--- config.mk ---
export PLATFORM = sky130hd
export DESIGN_NAME = dual_timer_counter_unit
export DESIGN_NICKNAME = d
export VERILOG_FILES = /design/src/design/timer_pair_pkg.sv /design/src/design/dual_timer_counter_unit.sv
export VERILOG_INCLUDE_DIRS = /design/src /design/src/design
export SDC_FILE = /design/constraint.sdc
export NUM_CORES = 1
export LEC_CHECK = 0
export BUFFER_PORTS_ARGS = -buffer_cell sky130_fd_sc_hd__buf_4
export CORE_AREA = 8 8 157 159
export CTS_BUF_LIST = sky130_fd_sc_hd__clkbuf_8
export CTS_CLUSTER_SIZE = 14
export DETAILED_ROUTE_END_ITERATION = 10
export DIE_AREA = 0 0 165 167
export GPL_ROUTABILITY_DRIVEN = 0
export PLACE_DENSITY = 0.43
export REMOVE_ABC_BUFFERS = 1
export SLEW_MARGIN = 20
export SYNTH_ARGS = -nofsm -noshare
export SYNTH_HDL_FRONTEND = slang
export SYNTH_SLANG_ARGS = --single-unit
--- constraint.sdc ---
create_clock -name core_clk_in -period 5 [get_ports core_clk_in]
set_input_delay 0.25 -clock core_clk_in [delete_from_list [all_inputs] [get_ports core_clk_in]]
set_output_delay 0.25 -clock core_clk_in [all_outputs]
set_load 0.01 [all_outputs]
--- src/design/timer_pair_map.svh ---
/*
  Register offsets, bit positions and reset values of the dual
  timer/counter unit. Assumes a byte-addressed Avalon-MM slave port with
  32-bit data, one register per aligned word.
*/
`ifndef TIMER_PAIR_MAP_SVH
`define TIMER_PAIR_MAP_SVH

`define TMR_ADDR_W       5
`define TMR_OFS_MODE     5'h00
`define TMR_OFS_CTRL     5'h04
`define TMR_OFS_AUX      5'h08
`define TMR_OFS_CNT0     5'h0c
`define TMR_OFS_CNT1     5'h10
`define TMR_OFS_TOGGLE   5'h14
`define TMR_OFS_ISTAT    5'h18
`define TMR_OFS_IMASK    5'h1c

// Mode register: low nibble timer 0, high nibble timer 1
`define TMR_MODE_T0_LSB  0
`define TMR_MODE_T0_MSB  1
`define TMR_MODE_T0_CT   2
`define TMR_MODE_T1_LSB  4
`define TMR_MODE_T1_MSB  5
`define TMR_MODE_T1_CT   6

// Control register
`define TMR_CTRL_RUN0    4
`define TMR_CTRL_FLAG0   5
`define TMR_CTRL_RUN1    6
`define TMR_CTRL_FLAG1   7

// Auxiliary mode register
`define TMR_AUX_B2_0     0
`define TMR_AUX_B2_1     4

`define TMR_RST_BYTE     8'h00
`define TMR_RST_CNT      16'h0000
`define TMR_CLKS_PER_MC  2

`endif

--- src/design/timer_pair_pkg.sv ---
/*
  Types of the dual timer/counter unit: operating modes, bus state and
  the result of one counting step. Assumes timer_pair_map.svh for numbers.
*/
package timer_pair_pkg;

  typedef enum logic [2:0] {
    MODE_13BIT  = 3'h0,
    MODE_16BIT  = 3'h1,
    MODE_RELOAD = 3'h2,
    MODE_SPLIT  = 3'h3,
    MODE_PWM    = 3'h6
  } tmr_mode_e;

  typedef enum logic {
    BUS_WAIT   = 1'b1,
    BUS_ANSWER = 1'b0
  } bus_state_e;

  typedef struct packed {
    logic       ovf;
    logic [7:0] hi;
    logic [7:0] lo;
  } cnt_s;

endpackage : timer_pair_pkg

--- src/design/dual_timer_counter_unit.sv ---
/*
  Two 8/16-bit timer/counters with Avalon-MM register access, overflow
  toggle/PWM drive on the count pins and a maskable interrupt.
  Assumes one 10 MHz clock, synchronous active-low reset, and a resolved
  wire outside that combines the pin output enables with the far side.
*/
// Our own choices: register access over Avalon-MM and the address map.
`include "timer_pair_map.svh"

// Notes on behaviour
// - A machine cycle is two core clocks and paces all timing.
// - Timer function adds one to the count every machine cycle.
// - Counter function adds one per falling edge of the count pin.
// - Count pin sampled once per machine cycle; source holds levels.
// - Modes 0,1,2,3,6 exist; only mode 3 differs between timers.
// - Mode 0 is an 8-bit counter behind a divide-by-32 prescaler.
// - Mode 1 is mode 0 using all sixteen count bits.
// - Mode 2 is an 8-bit counter reloading itself on overflow.
// - Timer 1 in mode 3 stops counting.
// - Timer 0 in mode 3 becomes two independent 8-bit counters.
// - With timer 0 in mode 3 the serial baud source stays usable.
// - Mode 6 is a PWM with a 256 timer clock period.
// - With toggling on, each overflow inverts the pin output; in mode 6 the pin shows the PWM level.
// - Toggle output shares the pin used as the count input.
// - Toggle output stays high until the first overflow after enable.
// - Third mode bit per timer lives in an auxiliary register.
// - Run bits and overflow flags share a control register.
module dual_timer_counter_unit
  import timer_pair_pkg::*;
#(
  parameter int CLKS_PER_MC = `TMR_CLKS_PER_MC
) (
  input  wire logic                   core_clk_in,
  input  wire logic                   reset_n_in,
  input  wire logic [`TMR_ADDR_W-1:0] avs_address_in,
  input  wire logic                   avs_read_in,
  input  wire logic                   avs_write_in,
  input  wire logic [31:0]            avs_writedata_in,
  input  wire logic [3:0]             avs_byteenable_in,
  output logic      [31:0]            avs_readdata_out,
  output logic                        avs_waitrequest_out,
  input  wire logic                   count_pin_zero_in,
  input  wire logic                   count_pin_one_in,
  output logic                        count_pin_zero_out,
  output logic                        count_pin_zero_oe_out,
  output logic                        count_pin_one_out,
  output logic                        count_pin_one_oe_out,
  output logic                        baud_tick_out,
  output logic                        irq_out
);

  if (CLKS_PER_MC < 2 || CLKS_PER_MC > 15) begin : g_bad_div
    $error("CLKS_PER_MC must lie between 2 and 15");
  end

  function automatic tmr_mode_e mode_of(input logic b2,
                                        input logic [1:0] m);
    mode_of = tmr_mode_e'({b2, m});
  endfunction : mode_of

  // One counting step of a timer in the given mode
  function automatic cnt_s step(input tmr_mode_e m,
                                input logic [7:0] hi,
                                input logic [7:0] lo);
    cnt_s        r;
    logic [5:0]  p;
    logic [16:0] w;
    r = '{ovf: 1'b0, hi: hi, lo: lo};
    p = 6'h00;
    w = 17'h00000;
    case (m)
      MODE_13BIT: begin
        p = {1'b0, lo[4:0]} + 6'h01;
        r.lo = {lo[7:5], p[4:0]};
        if (p[5]) begin
          {r.ovf, r.hi} = {1'b0, hi} + 9'h001;
        end
      end
      MODE_16BIT: begin
        w = {1'b0, hi, lo} + 17'h00001;
        {r.ovf, r.hi, r.lo} = w;
      end
      MODE_RELOAD: begin
        {r.ovf, r.lo} = {1'b0, lo} + 9'h001;
        if (r.ovf) begin
          r.lo = hi;
        end
      end
      default: begin
        {r.ovf, r.lo} = {1'b0, lo} + 9'h001;
      end
    endcase
    step = r;
  endfunction : step

  bus_state_e  bus_state_reg;
  logic [31:0] rdata_reg;
  logic [3:0]  div_reg;
  logic        mc_tick;
  logic [1:0]  meta_reg;
  logic [1:0]  sync_reg;
  logic [1:0]  samp_reg;
  logic [7:0]  mode_reg;
  logic [7:0]  aux_reg;
  logic [1:0]  run_reg;
  logic [1:0]  flag_reg;
  logic [15:0] cnt0_reg;
  logic [15:0] cnt1_reg;
  logic [1:0]  tog_en_reg;
  logic [1:0]  tog_reg;
  logic [1:0]  pin_out_reg;
  logic [1:0]  pin_oe_reg;
  logic [1:0]  istat_reg;
  logic [1:0]  imask_reg;
  logic        irq_reg;
  logic        baud_reg;

  // Bus decode
  wire         accept   = (bus_state_reg == BUS_ANSWER) &&
                          (avs_read_in || avs_write_in);
  wire         wr_acc   = accept && avs_write_in;
  wire         rd_acc   = accept && avs_read_in;
  wire         be_lo    = avs_byteenable_in[0];
  wire         be_hi    = avs_byteenable_in[1];
  wire [7:0]   wb       = avs_writedata_in[7:0];
  wire         wr_mode  = wr_acc && be_lo &&
                          avs_address_in == `TMR_OFS_MODE;
  wire         wr_ctrl  = wr_acc && be_lo &&
                          avs_address_in == `TMR_OFS_CTRL;
  wire         wr_aux   = wr_acc && be_lo &&
                          avs_address_in == `TMR_OFS_AUX;
  wire         wr_tog   = wr_acc && be_lo &&
                          avs_address_in == `TMR_OFS_TOGGLE;
  wire         wr_imask = wr_acc && be_lo &&
                          avs_address_in == `TMR_OFS_IMASK;
  wire         cnt0_wr  = wr_acc && avs_address_in == `TMR_OFS_CNT0;
  wire         cnt1_wr  = wr_acc && avs_address_in == `TMR_OFS_CNT1;
  wire         istat_rd = rd_acc && avs_address_in == `TMR_OFS_ISTAT;

  // Mode decode, three bits per timer
  wire tmr_mode_e mode0_w = mode_of(aux_reg[`TMR_AUX_B2_0],
    mode_reg[`TMR_MODE_T0_MSB:`TMR_MODE_T0_LSB]);
  wire tmr_mode_e mode1_w = mode_of(aux_reg[`TMR_AUX_B2_1],
    mode_reg[`TMR_MODE_T1_MSB:`TMR_MODE_T1_LSB]);
  wire         ct0      = mode_reg[`TMR_MODE_T0_CT];
  wire         ct1      = mode_reg[`TMR_MODE_T1_CT];
  wire         t0_split = mode0_w == MODE_SPLIT;
  wire         t1_stop  = mode1_w == MODE_SPLIT;
  wire [1:0]   pwm_w    = {mode1_w == MODE_PWM, mode0_w == MODE_PWM};

  // Falling edge seen between two machine-cycle samples
  wire [1:0]   fall_w   = {2{mc_tick}} & samp_reg & ~sync_reg;

  // Timer 0
  wire         inc0     = run_reg[0] && (ct0 ? fall_w[0] : mc_tick);
  wire cnt_s   st0      = step(mode0_w, cnt0_reg[15:8], cnt0_reg[7:0]);
  wire         ovf0     = inc0 && st0.ovf;
  // Upper half as a second 8-bit timer, borrowing timer 1's run bit
  wire         inc0h    = t0_split && run_reg[1] && mc_tick;
  wire         ovf0h    = inc0h && (&cnt0_reg[15:8]);
  wire [7:0]   hi0_w    = t0_split ? cnt0_reg[15:8] + 8'h01 : st0.hi;
  wire         hi0_en   = t0_split ? inc0h : inc0;

  // Timer 1 free-runs as the baud source while timer 0 owns its run bit
  wire         run1_w   = t0_split ? 1'b1 : run_reg[1];
  wire         inc1     = run1_w && !t1_stop &&
                          (ct1 ? fall_w[1] : mc_tick);
  wire cnt_s   st1      = step(mode1_w, cnt1_reg[15:8], cnt1_reg[7:0]);
  wire         ovf1     = inc1 && st1.ovf;

  wire [1:0]   flag_set = {t0_split ? ovf0h : ovf1, ovf0};
  wire [1:0]   tog_evt  = {ovf1, ovf0};

  // Read data
  wire [7:0]   ctrl_rd  = {flag_reg[1], run_reg[1], flag_reg[0],
                           run_reg[0], 4'h0};
  logic [31:0] rd_mux;
  always_comb begin
    case (avs_address_in)
      `TMR_OFS_MODE:   rd_mux = {24'h000000, mode_reg};
      `TMR_OFS_CTRL:   rd_mux = {24'h000000, ctrl_rd};
      `TMR_OFS_AUX:    rd_mux = {24'h000000, aux_reg};
      `TMR_OFS_CNT0:   rd_mux = {16'h0000, cnt0_reg};
      `TMR_OFS_CNT1:   rd_mux = {16'h0000, cnt1_reg};
      `TMR_OFS_TOGGLE: rd_mux = {30'h0, tog_en_reg};
      `TMR_OFS_ISTAT:  rd_mux = {30'h0, istat_reg};
      `TMR_OFS_IMASK:  rd_mux = {30'h0, imask_reg};
      default:         rd_mux = 32'h00000000;
    endcase
  end

  // Next values
  logic [15:0] cnt0_next;
  logic [15:0] cnt1_next;
  logic [1:0]  flag_next;
  logic [1:0]  tog_next;
  logic [1:0]  pwm_lvl;
  always_comb begin
    cnt0_next = cnt0_reg;
    if (hi0_en) cnt0_next[15:8] = hi0_w;
    if (inc0) cnt0_next[7:0] = st0.lo;
    if (cnt0_wr && be_hi) cnt0_next[15:8] = avs_writedata_in[15:8];
    if (cnt0_wr && be_lo) cnt0_next[7:0] = wb;
    cnt1_next = cnt1_reg;
    if (inc1) cnt1_next = {st1.hi, st1.lo};
    if (cnt1_wr && be_hi) cnt1_next[15:8] = avs_writedata_in[15:8];
    if (cnt1_wr && be_lo) cnt1_next[7:0] = wb;
    // A set in the cycle of a clearing write wins
    flag_next = wr_ctrl ? {wb[`TMR_CTRL_FLAG1], wb[`TMR_CTRL_FLAG0]}
                        : flag_reg;
    flag_next = flag_next | flag_set;
    // Disabled toggles sit at one, so enabling starts high
    tog_next = (tog_reg ^ tog_evt) | ~tog_en_reg;
    // High while the low byte is below the duty byte
    pwm_lvl = {cnt1_reg[7:0] < cnt1_reg[15:8],
               cnt0_reg[7:0] < cnt0_reg[15:8]};
  end

  // Bus handshake: answer one cycle after the request rises
  always_ff @(posedge core_clk_in) begin
    if (!reset_n_in) begin
      bus_state_reg <= BUS_WAIT;
      rdata_reg     <= 32'h00000000;
    end else begin
      case (bus_state_reg)
        BUS_WAIT: begin
          if (avs_read_in || avs_write_in) bus_state_reg <= BUS_ANSWER;
          if (avs_read_in) rdata_reg <= rd_mux;
        end
        BUS_ANSWER: bus_state_reg <= BUS_WAIT;
        default:    bus_state_reg <= BUS_WAIT;
      endcase
    end
  end

  // Machine-cycle enable and pin synchronisers
  always_ff @(posedge core_clk_in) begin
    if (!reset_n_in) begin
      div_reg  <= 4'h0;
      mc_tick  <= 1'b0;
      meta_reg <= 2'h3;
      sync_reg <= 2'h3;
      samp_reg <= 2'h3;
    end else begin
      div_reg  <= (div_reg == 4'(CLKS_PER_MC - 1)) ? 4'h0
                                                  : div_reg + 4'h1;
      mc_tick  <= div_reg == 4'(CLKS_PER_MC - 2);
      meta_reg <= {count_pin_one_in, count_pin_zero_in};
      sync_reg <= meta_reg;
      if (mc_tick) samp_reg <= sync_reg;
    end
  end

  // Software-visible control
  always_ff @(posedge core_clk_in) begin
    if (!reset_n_in) begin
      mode_reg   <= `TMR_RST_BYTE;
      aux_reg    <= `TMR_RST_BYTE;
      run_reg    <= 2'h0;
      flag_reg   <= 2'h0;
      tog_en_reg <= 2'h0;
      imask_reg  <= 2'h0;
      istat_reg  <= 2'h0;
      irq_reg    <= 1'b0;
    end else begin
      if (wr_mode) mode_reg <= wb;
      if (wr_aux) aux_reg <= wb &
        (8'h01 << `TMR_AUX_B2_0 | 8'h01 << `TMR_AUX_B2_1);
      if (wr_ctrl) run_reg <= {wb[`TMR_CTRL_RUN1], wb[`TMR_CTRL_RUN0]};
      if (wr_tog) tog_en_reg <= wb[1:0];
      if (wr_imask) imask_reg <= wb[1:0];
      flag_reg  <= flag_next;
      istat_reg <= flag_set | (istat_rd ? 2'h0 : istat_reg);
      irq_reg   <= |(istat_reg & imask_reg);
    end
  end

  // Counts and pin drive
  always_ff @(posedge core_clk_in) begin
    if (!reset_n_in) begin
      cnt0_reg    <= `TMR_RST_CNT;
      cnt1_reg    <= `TMR_RST_CNT;
      tog_reg     <= 2'h3;
      pin_out_reg <= 2'h3;
      pin_oe_reg  <= 2'h0;
      baud_reg    <= 1'b0;
    end else begin
      cnt0_reg    <= cnt0_next;
      cnt1_reg    <= cnt1_next;
      tog_reg     <= tog_next;
      pin_out_reg <= (pwm_w & pwm_lvl) | (~pwm_w & tog_next);
      pin_oe_reg  <= tog_en_reg | pwm_w;
      baud_reg    <= ovf1;
    end
  end

  assign avs_readdata_out      = rdata_reg;
  assign avs_waitrequest_out   = bus_state_reg;
  assign count_pin_zero_out    = pin_out_reg[0];
  assign count_pin_one_out     = pin_out_reg[1];
  assign count_pin_zero_oe_out = pin_oe_reg[0];
  assign count_pin_one_oe_out  = pin_oe_reg[1];
  assign baud_tick_out         = baud_reg;
  assign irq_out               = irq_reg;
endmodule : dual_timer_counter_unit

Yosys cells after proc, flatten, opt, wreduce, memory -nomap -nowiden

Cells that the tools add are included.

Add/subtract/negate cells: 10
Multipliers: 0
Div/mod/pow operators: 0
Order comparisons: 2
Eq/ne operators: 20
Shifts and indexed selects: 0
Multiplexer cells: 28
Bitwise gates (word level): 16
Reduce and logical (&&, ||, !) cells: 44

Operator list:

| operator                                       | count |
|---|---|
| one-hot mux 16 bit (8 select lines)            | 1 |
| two-way mux 8 bit                              | 9 |
| one-hot mux 8 bit (3 select lines)             | 2 |
| adder 8 x 1 -> 9 bit (second input constant)   | 4 |
| adder 16 x 1 -> 17 bit (second input constant) | 2 |
| one-hot mux 8 bit (2 select lines)             | 2 |
| logical AND 1 bit                              | 24 |
| == test 5 bit (second input constant)          | 4 |
| two-way mux 9 bit                              | 2 |
| less-than comparator 8 bit                     | 2 |
| two-way mux 16 bit                             | 1 |
| adder 5 x 1 -> 6 bit (second input constant)   | 2 |
| == test 3 x 2 -> 1 bit (second input constant) | 4 |
| AND 2 bit                                      | 5 |
| == test 5 x 4 -> 1 bit (second input constant) | 2 |
| bitwise OR 2 bit                               | 5 |
| adder 8 x 1 -> 8 bit (second input constant)   | 1 |
| AND reduction 8 bit                            | 1 |
| nonzero test 2 bit                             | 4 |
| == test 3 x 1 -> 1 bit (second input constant) | 2 |
| == test 3 bit (second input constant)          | 2 |
| logical NOT 3 bit                              | 2 |
| two-way mux 1 bit                              | 6 |
| NOT 2 bit                                      | 3 |
| other kinds (19)                               | 28 |

Bits in registers: 104
Bits in latches: 0
Memory bits (writable): 0
Memory bits (read-only): 0
Input port bits: 47
Output and inout bits: 39
Logic and storage cells: 145
Memories kept: 0

Longest topological paths before layout

Depth in word-level cells: 9
Gate-level depth with buffers: 9
Mapped depth without buffers: 8

Least setup slack after synthesis

No wires, ideal clock.

Kind: register to register
From: register cnt1_reg[0]
To: register cnt1_reg[14]
Library setup time: 0.120 ns
Data arrival time: 1.999 ns
Required time: 4.880 ns
Setup slack: 2.881 ns
Cell stages (with the launch flop): 9
Path buffers: 1
Period minus slack after synthesis: 2.119 ns
Cells stage by stage: dfxtp_1 > ha_1 > and4_1 > buf_6 > nand3_4 > a2111oi_4 > or3b_1 > xnor2_1 > a21oi_1

Longest elaborated chain between the ends: 4
Elaborated cells on any way between the ends: 7
Those cells by class: add/sub: 2; eq/ne: 1; mux: 3; reduce/logical: 1

RTL lines:

| item                               | RTL line                       | text |
|---|---|---|
| start: declaration                 | dual_timer_counter_unit.sv:108 | `logic [15:0] cnt1_reg;` |
| start signal: assignment           | dual_timer_counter_unit.sv:282 | `` cnt1_reg <= `TMR_RST_CNT; `` |
| start signal: assignment           | dual_timer_counter_unit.sv:289 | `cnt1_reg <= cnt1_next;` |
| adder 16 x 1 -> 17 bit             | dual_timer_counter_unit.sv:80  | `w = {1'b0, hi, lo} + 17'h00001;` |
| one-hot mux 8 bit (2 select lines) | dual_timer_counter_unit.sv:71  | `case (m)` |
| two-way mux 16 bit                 | dual_timer_counter_unit.sv:205 | `if (inc1) cnt1_next = {st1.hi, st1.lo};` |
| two-way mux 8 bit                  | dual_timer_counter_unit.sv:206 | `if (cnt1_wr && be_hi) cnt1_next[15:8] = avs_writedata_in[15:8];` |

Several ways; a longest one is shown, not always the timed one. The select of a mux whose other input is x is not followed.
A chain may end at the register's enable or synchronous reset.

Worst setup path in the final report

Same ends and word-level chain as after synthesis.

==> impl_metrics.json <==
{
  "status": "finished clean",
  "slowest_stage": "dfxtp_1",
  "cts_resized": 0,
  "worst_pin_slew_ns": 0.921,
  "antenna_found_initial": 0,
  "endpoint_kind": "flop",
  "h-tree-depth": 3,
  "vias_per_cell": 5.12,
  "wire_per_inst_microns": 18.5,
  "power.density_nw_per_um2": 237,
  "hold_buffers": 0,
  "period_needed_ns": 2.64,
  "slew_violations": 0,
  "grt_use_total_pct": 13.2,
  "mappedNetlistArea_sq_um": 5410,
  "nets": 759,
  "timing.slew.headroom_pct": 38.4,
  "die-area_sq_um": 27600,
  "die_h_microns": 167,
  "fin_crit_sh_pct": 52.7,
  "clock.fmax_ghz": 0.379,
  "synth_largest_area_cell": "dfxtp_1",
  "drc": 0,
  "grt_pass1_vias": 4844,
  "dpl_cell_area_sq_um": 5870,
  "ys_types": 78,
  "arrival_ns": 2.88,
  "setup_violations": 0,
  "fin_tns_setup_ns": 0,
  "criticalPathCategory": "reg2reg",
  "grt_overflow": 0,
  "yosys-top-cells-count": "dfxtp_1 (88), nand2_1 (64), nor2_1 (55)",
  "fp.dieW_microns": 165,
  "rsz0062_at_grt": "no",
  "yosys_warnings": 0,
  "ios": 86,
  "cts_tree": "built",
  "hold_viol_final": 0,
  "core-area_sq_um": 22200,
  "synth_area_per_cell_sq_um": 8.06,
  "critPathBufInv": 0,
  "first_iter_violations": 325,
  "initial_core_util_pct": 24.3,
  "portBuffers": 51,
  "maxCapViolations": 0,
  "worst_setup_path_start_kind": "flop",
  "cts.sink_count": 88,
  "path_clk_slew_ns": 0.10,
  "synth_top_area_share_pct": 32.6,
  "p_leak_uw": 0.00215,
  "clock_latency_ns": 0.39,
  "synthArstFlopShare_pct": 0,
  "max_stage_delay_ns": 0.53,
  "post_cts_buffers": 0,
  "hp-class": "in2reg",
  "cp_data_required_time_ns": 5.25,
  "vdd_drop_max_mv": 0.128,
  "path_cells": "ha_1 -> and4_1 -> nand3_4 -> a2111oi_4 -> or3b_1 -> xnor2_1 -> a21oi_1",
  "ys.flop_type": "dfxtp_1",
  "hpwl_microns": 13600,
  "ys_seq_area_share_pct": 32.6,
  "grt_start_max_net_pins": 53,
  "cts_root_buf": "clkbuf_8",
  "clock_skew_ns": 0.0159,
  "wl_microns": 18200,
  "synth_edf_count": 0,
  "grt_first_pass_wirelength_microns": 28400,
  "cp_top_family": "simple AND/OR/NAND/NOR gates",
  "layout-drive-gt1-share_pct": 13.2,
  "clockBufferDepth": 2,
  "post-route-cell-area_sq_um": 6080,
  "synth_area_leaders": "dfxtp_1 (33%), a21oi_1 (4.9%), ha_1 (4.9%), nand2_1 (4.4%), nor2_1 (3.8%)",
  "antenna_left": 0,
  "numCtsBuffers": 9,
  "synth_cells": 671,
  "syn2layout_area_growth_pct": 12.4,
  "first_pass_iters": 5,
  "antenna_cells": 0,
  "cp_max_fo": 9,
  "num_vias": 5020,
  "std_cell_rows": 55,
  "yosysMostFrequentCell": "dfxtp_1",
  "synth.ff_latch_count": 88
}
[layout by cell type, fill, tap and decap left out, types with 9 or more instances in the layout]
cell type / count
buf_4: 54
inv_1: 24
dfxtp_1: 88
a221oi_1: 14
nand4_1: 11
and3_1: 10
nor2_1: 55
ha_1: 21
nor3_1: 25
a21oi_1: 53
a31oi_1: 12
o211ai_1: 10
o21ai_0: 41
conb_1: 16
xnor2_1: 13
mux2i_1: 17
a211oi_1: 13
nand2_1: 64
clkbuf_8: 9
nand3_1: 30
[logic make-up (layout without fill, tap and decap cells)]
family,after synthesis,count (layout),share of synthesized area (%)
AO/OA/AOI/OAI,185,185,23.0
XOR/XNOR,17,17,2.75
adder cells (fa/ha/maj),21,21,4.86
buffers and inverters,85,94,8.40
flip-flops,88,88,32.6
multiplexers,22,22,4.60
other,1,16,0.0693
AND/OR/NAND/NOR,252,252,23.8
[per-layer routing]
metal / up-vias / track usage [%] / wire (microns)
li1: 2457 / - / -
met4: 0 / 3.88 / 221
met2: 121 / 21.6 / 8750
met1: 2428 / 17.6 / 8490
met3: 14 / 2.00 / 703
met5: - / 0 / 0
[power breakdown]
part	internal [uW]	leakage, uW	switching [uW]	total, uW
clock network	283	0.000110	291	573
registers	717	0.000714	16.1	734
logic	52.7	0.00132	79.9	133
total	1050	0.00215	387	1440
[path summary, 6_finish.rpt]
path / startpoint / endpoint / slack (ns) / depth (start not counted)
setup / recovery: cnt1_reg[0] / cnt1_reg[14] / 2.36 / 7
hold / removal: count_pin_one_in / meta_reg[1] / 0.04 / 2
setup reg to reg: cnt1_reg[0] / cnt1_reg[14] / 2.36 / 7
hold reg to reg: meta_reg[0] / sync_reg[0] / 0.41 / 1
[area by class of cell]
class	count	area, sq um
Inverter	25	93.8
Clock inverter	6	91.3
Tap cell	285	357
Sequential cell	88	1760
Fill cell	2433	16100
Multi-Input combinational cell	513	3250
Timing Repair Buffer	54	405
Clock buffer	9	124
[metrics by stage]
| stage | hold WS [ns] | cells | total power, uW | worst slack, ns | utilization (%) |
|---|---|---|---|---|---|
| after floorplan | 0.312 | 626 | 808 | 2.78 | - |
| after global placement | 0.395 | 965 | 886 | 2.33 | 26.4 |
| after detailed placement | 0.394 | 965 | 885 | 2.32 | 26.4 |
| after CTS | 0.0121 | 980 | 1460 | 2.35 | 27.4 |
| after global routing | 0.0261 | 980 | 1500 | 2.15 | 27.4 |
| final | 0.0351 | 980 | 1440 | 2.36 | 27.4 |
Power figures use the tool's default switching activity.
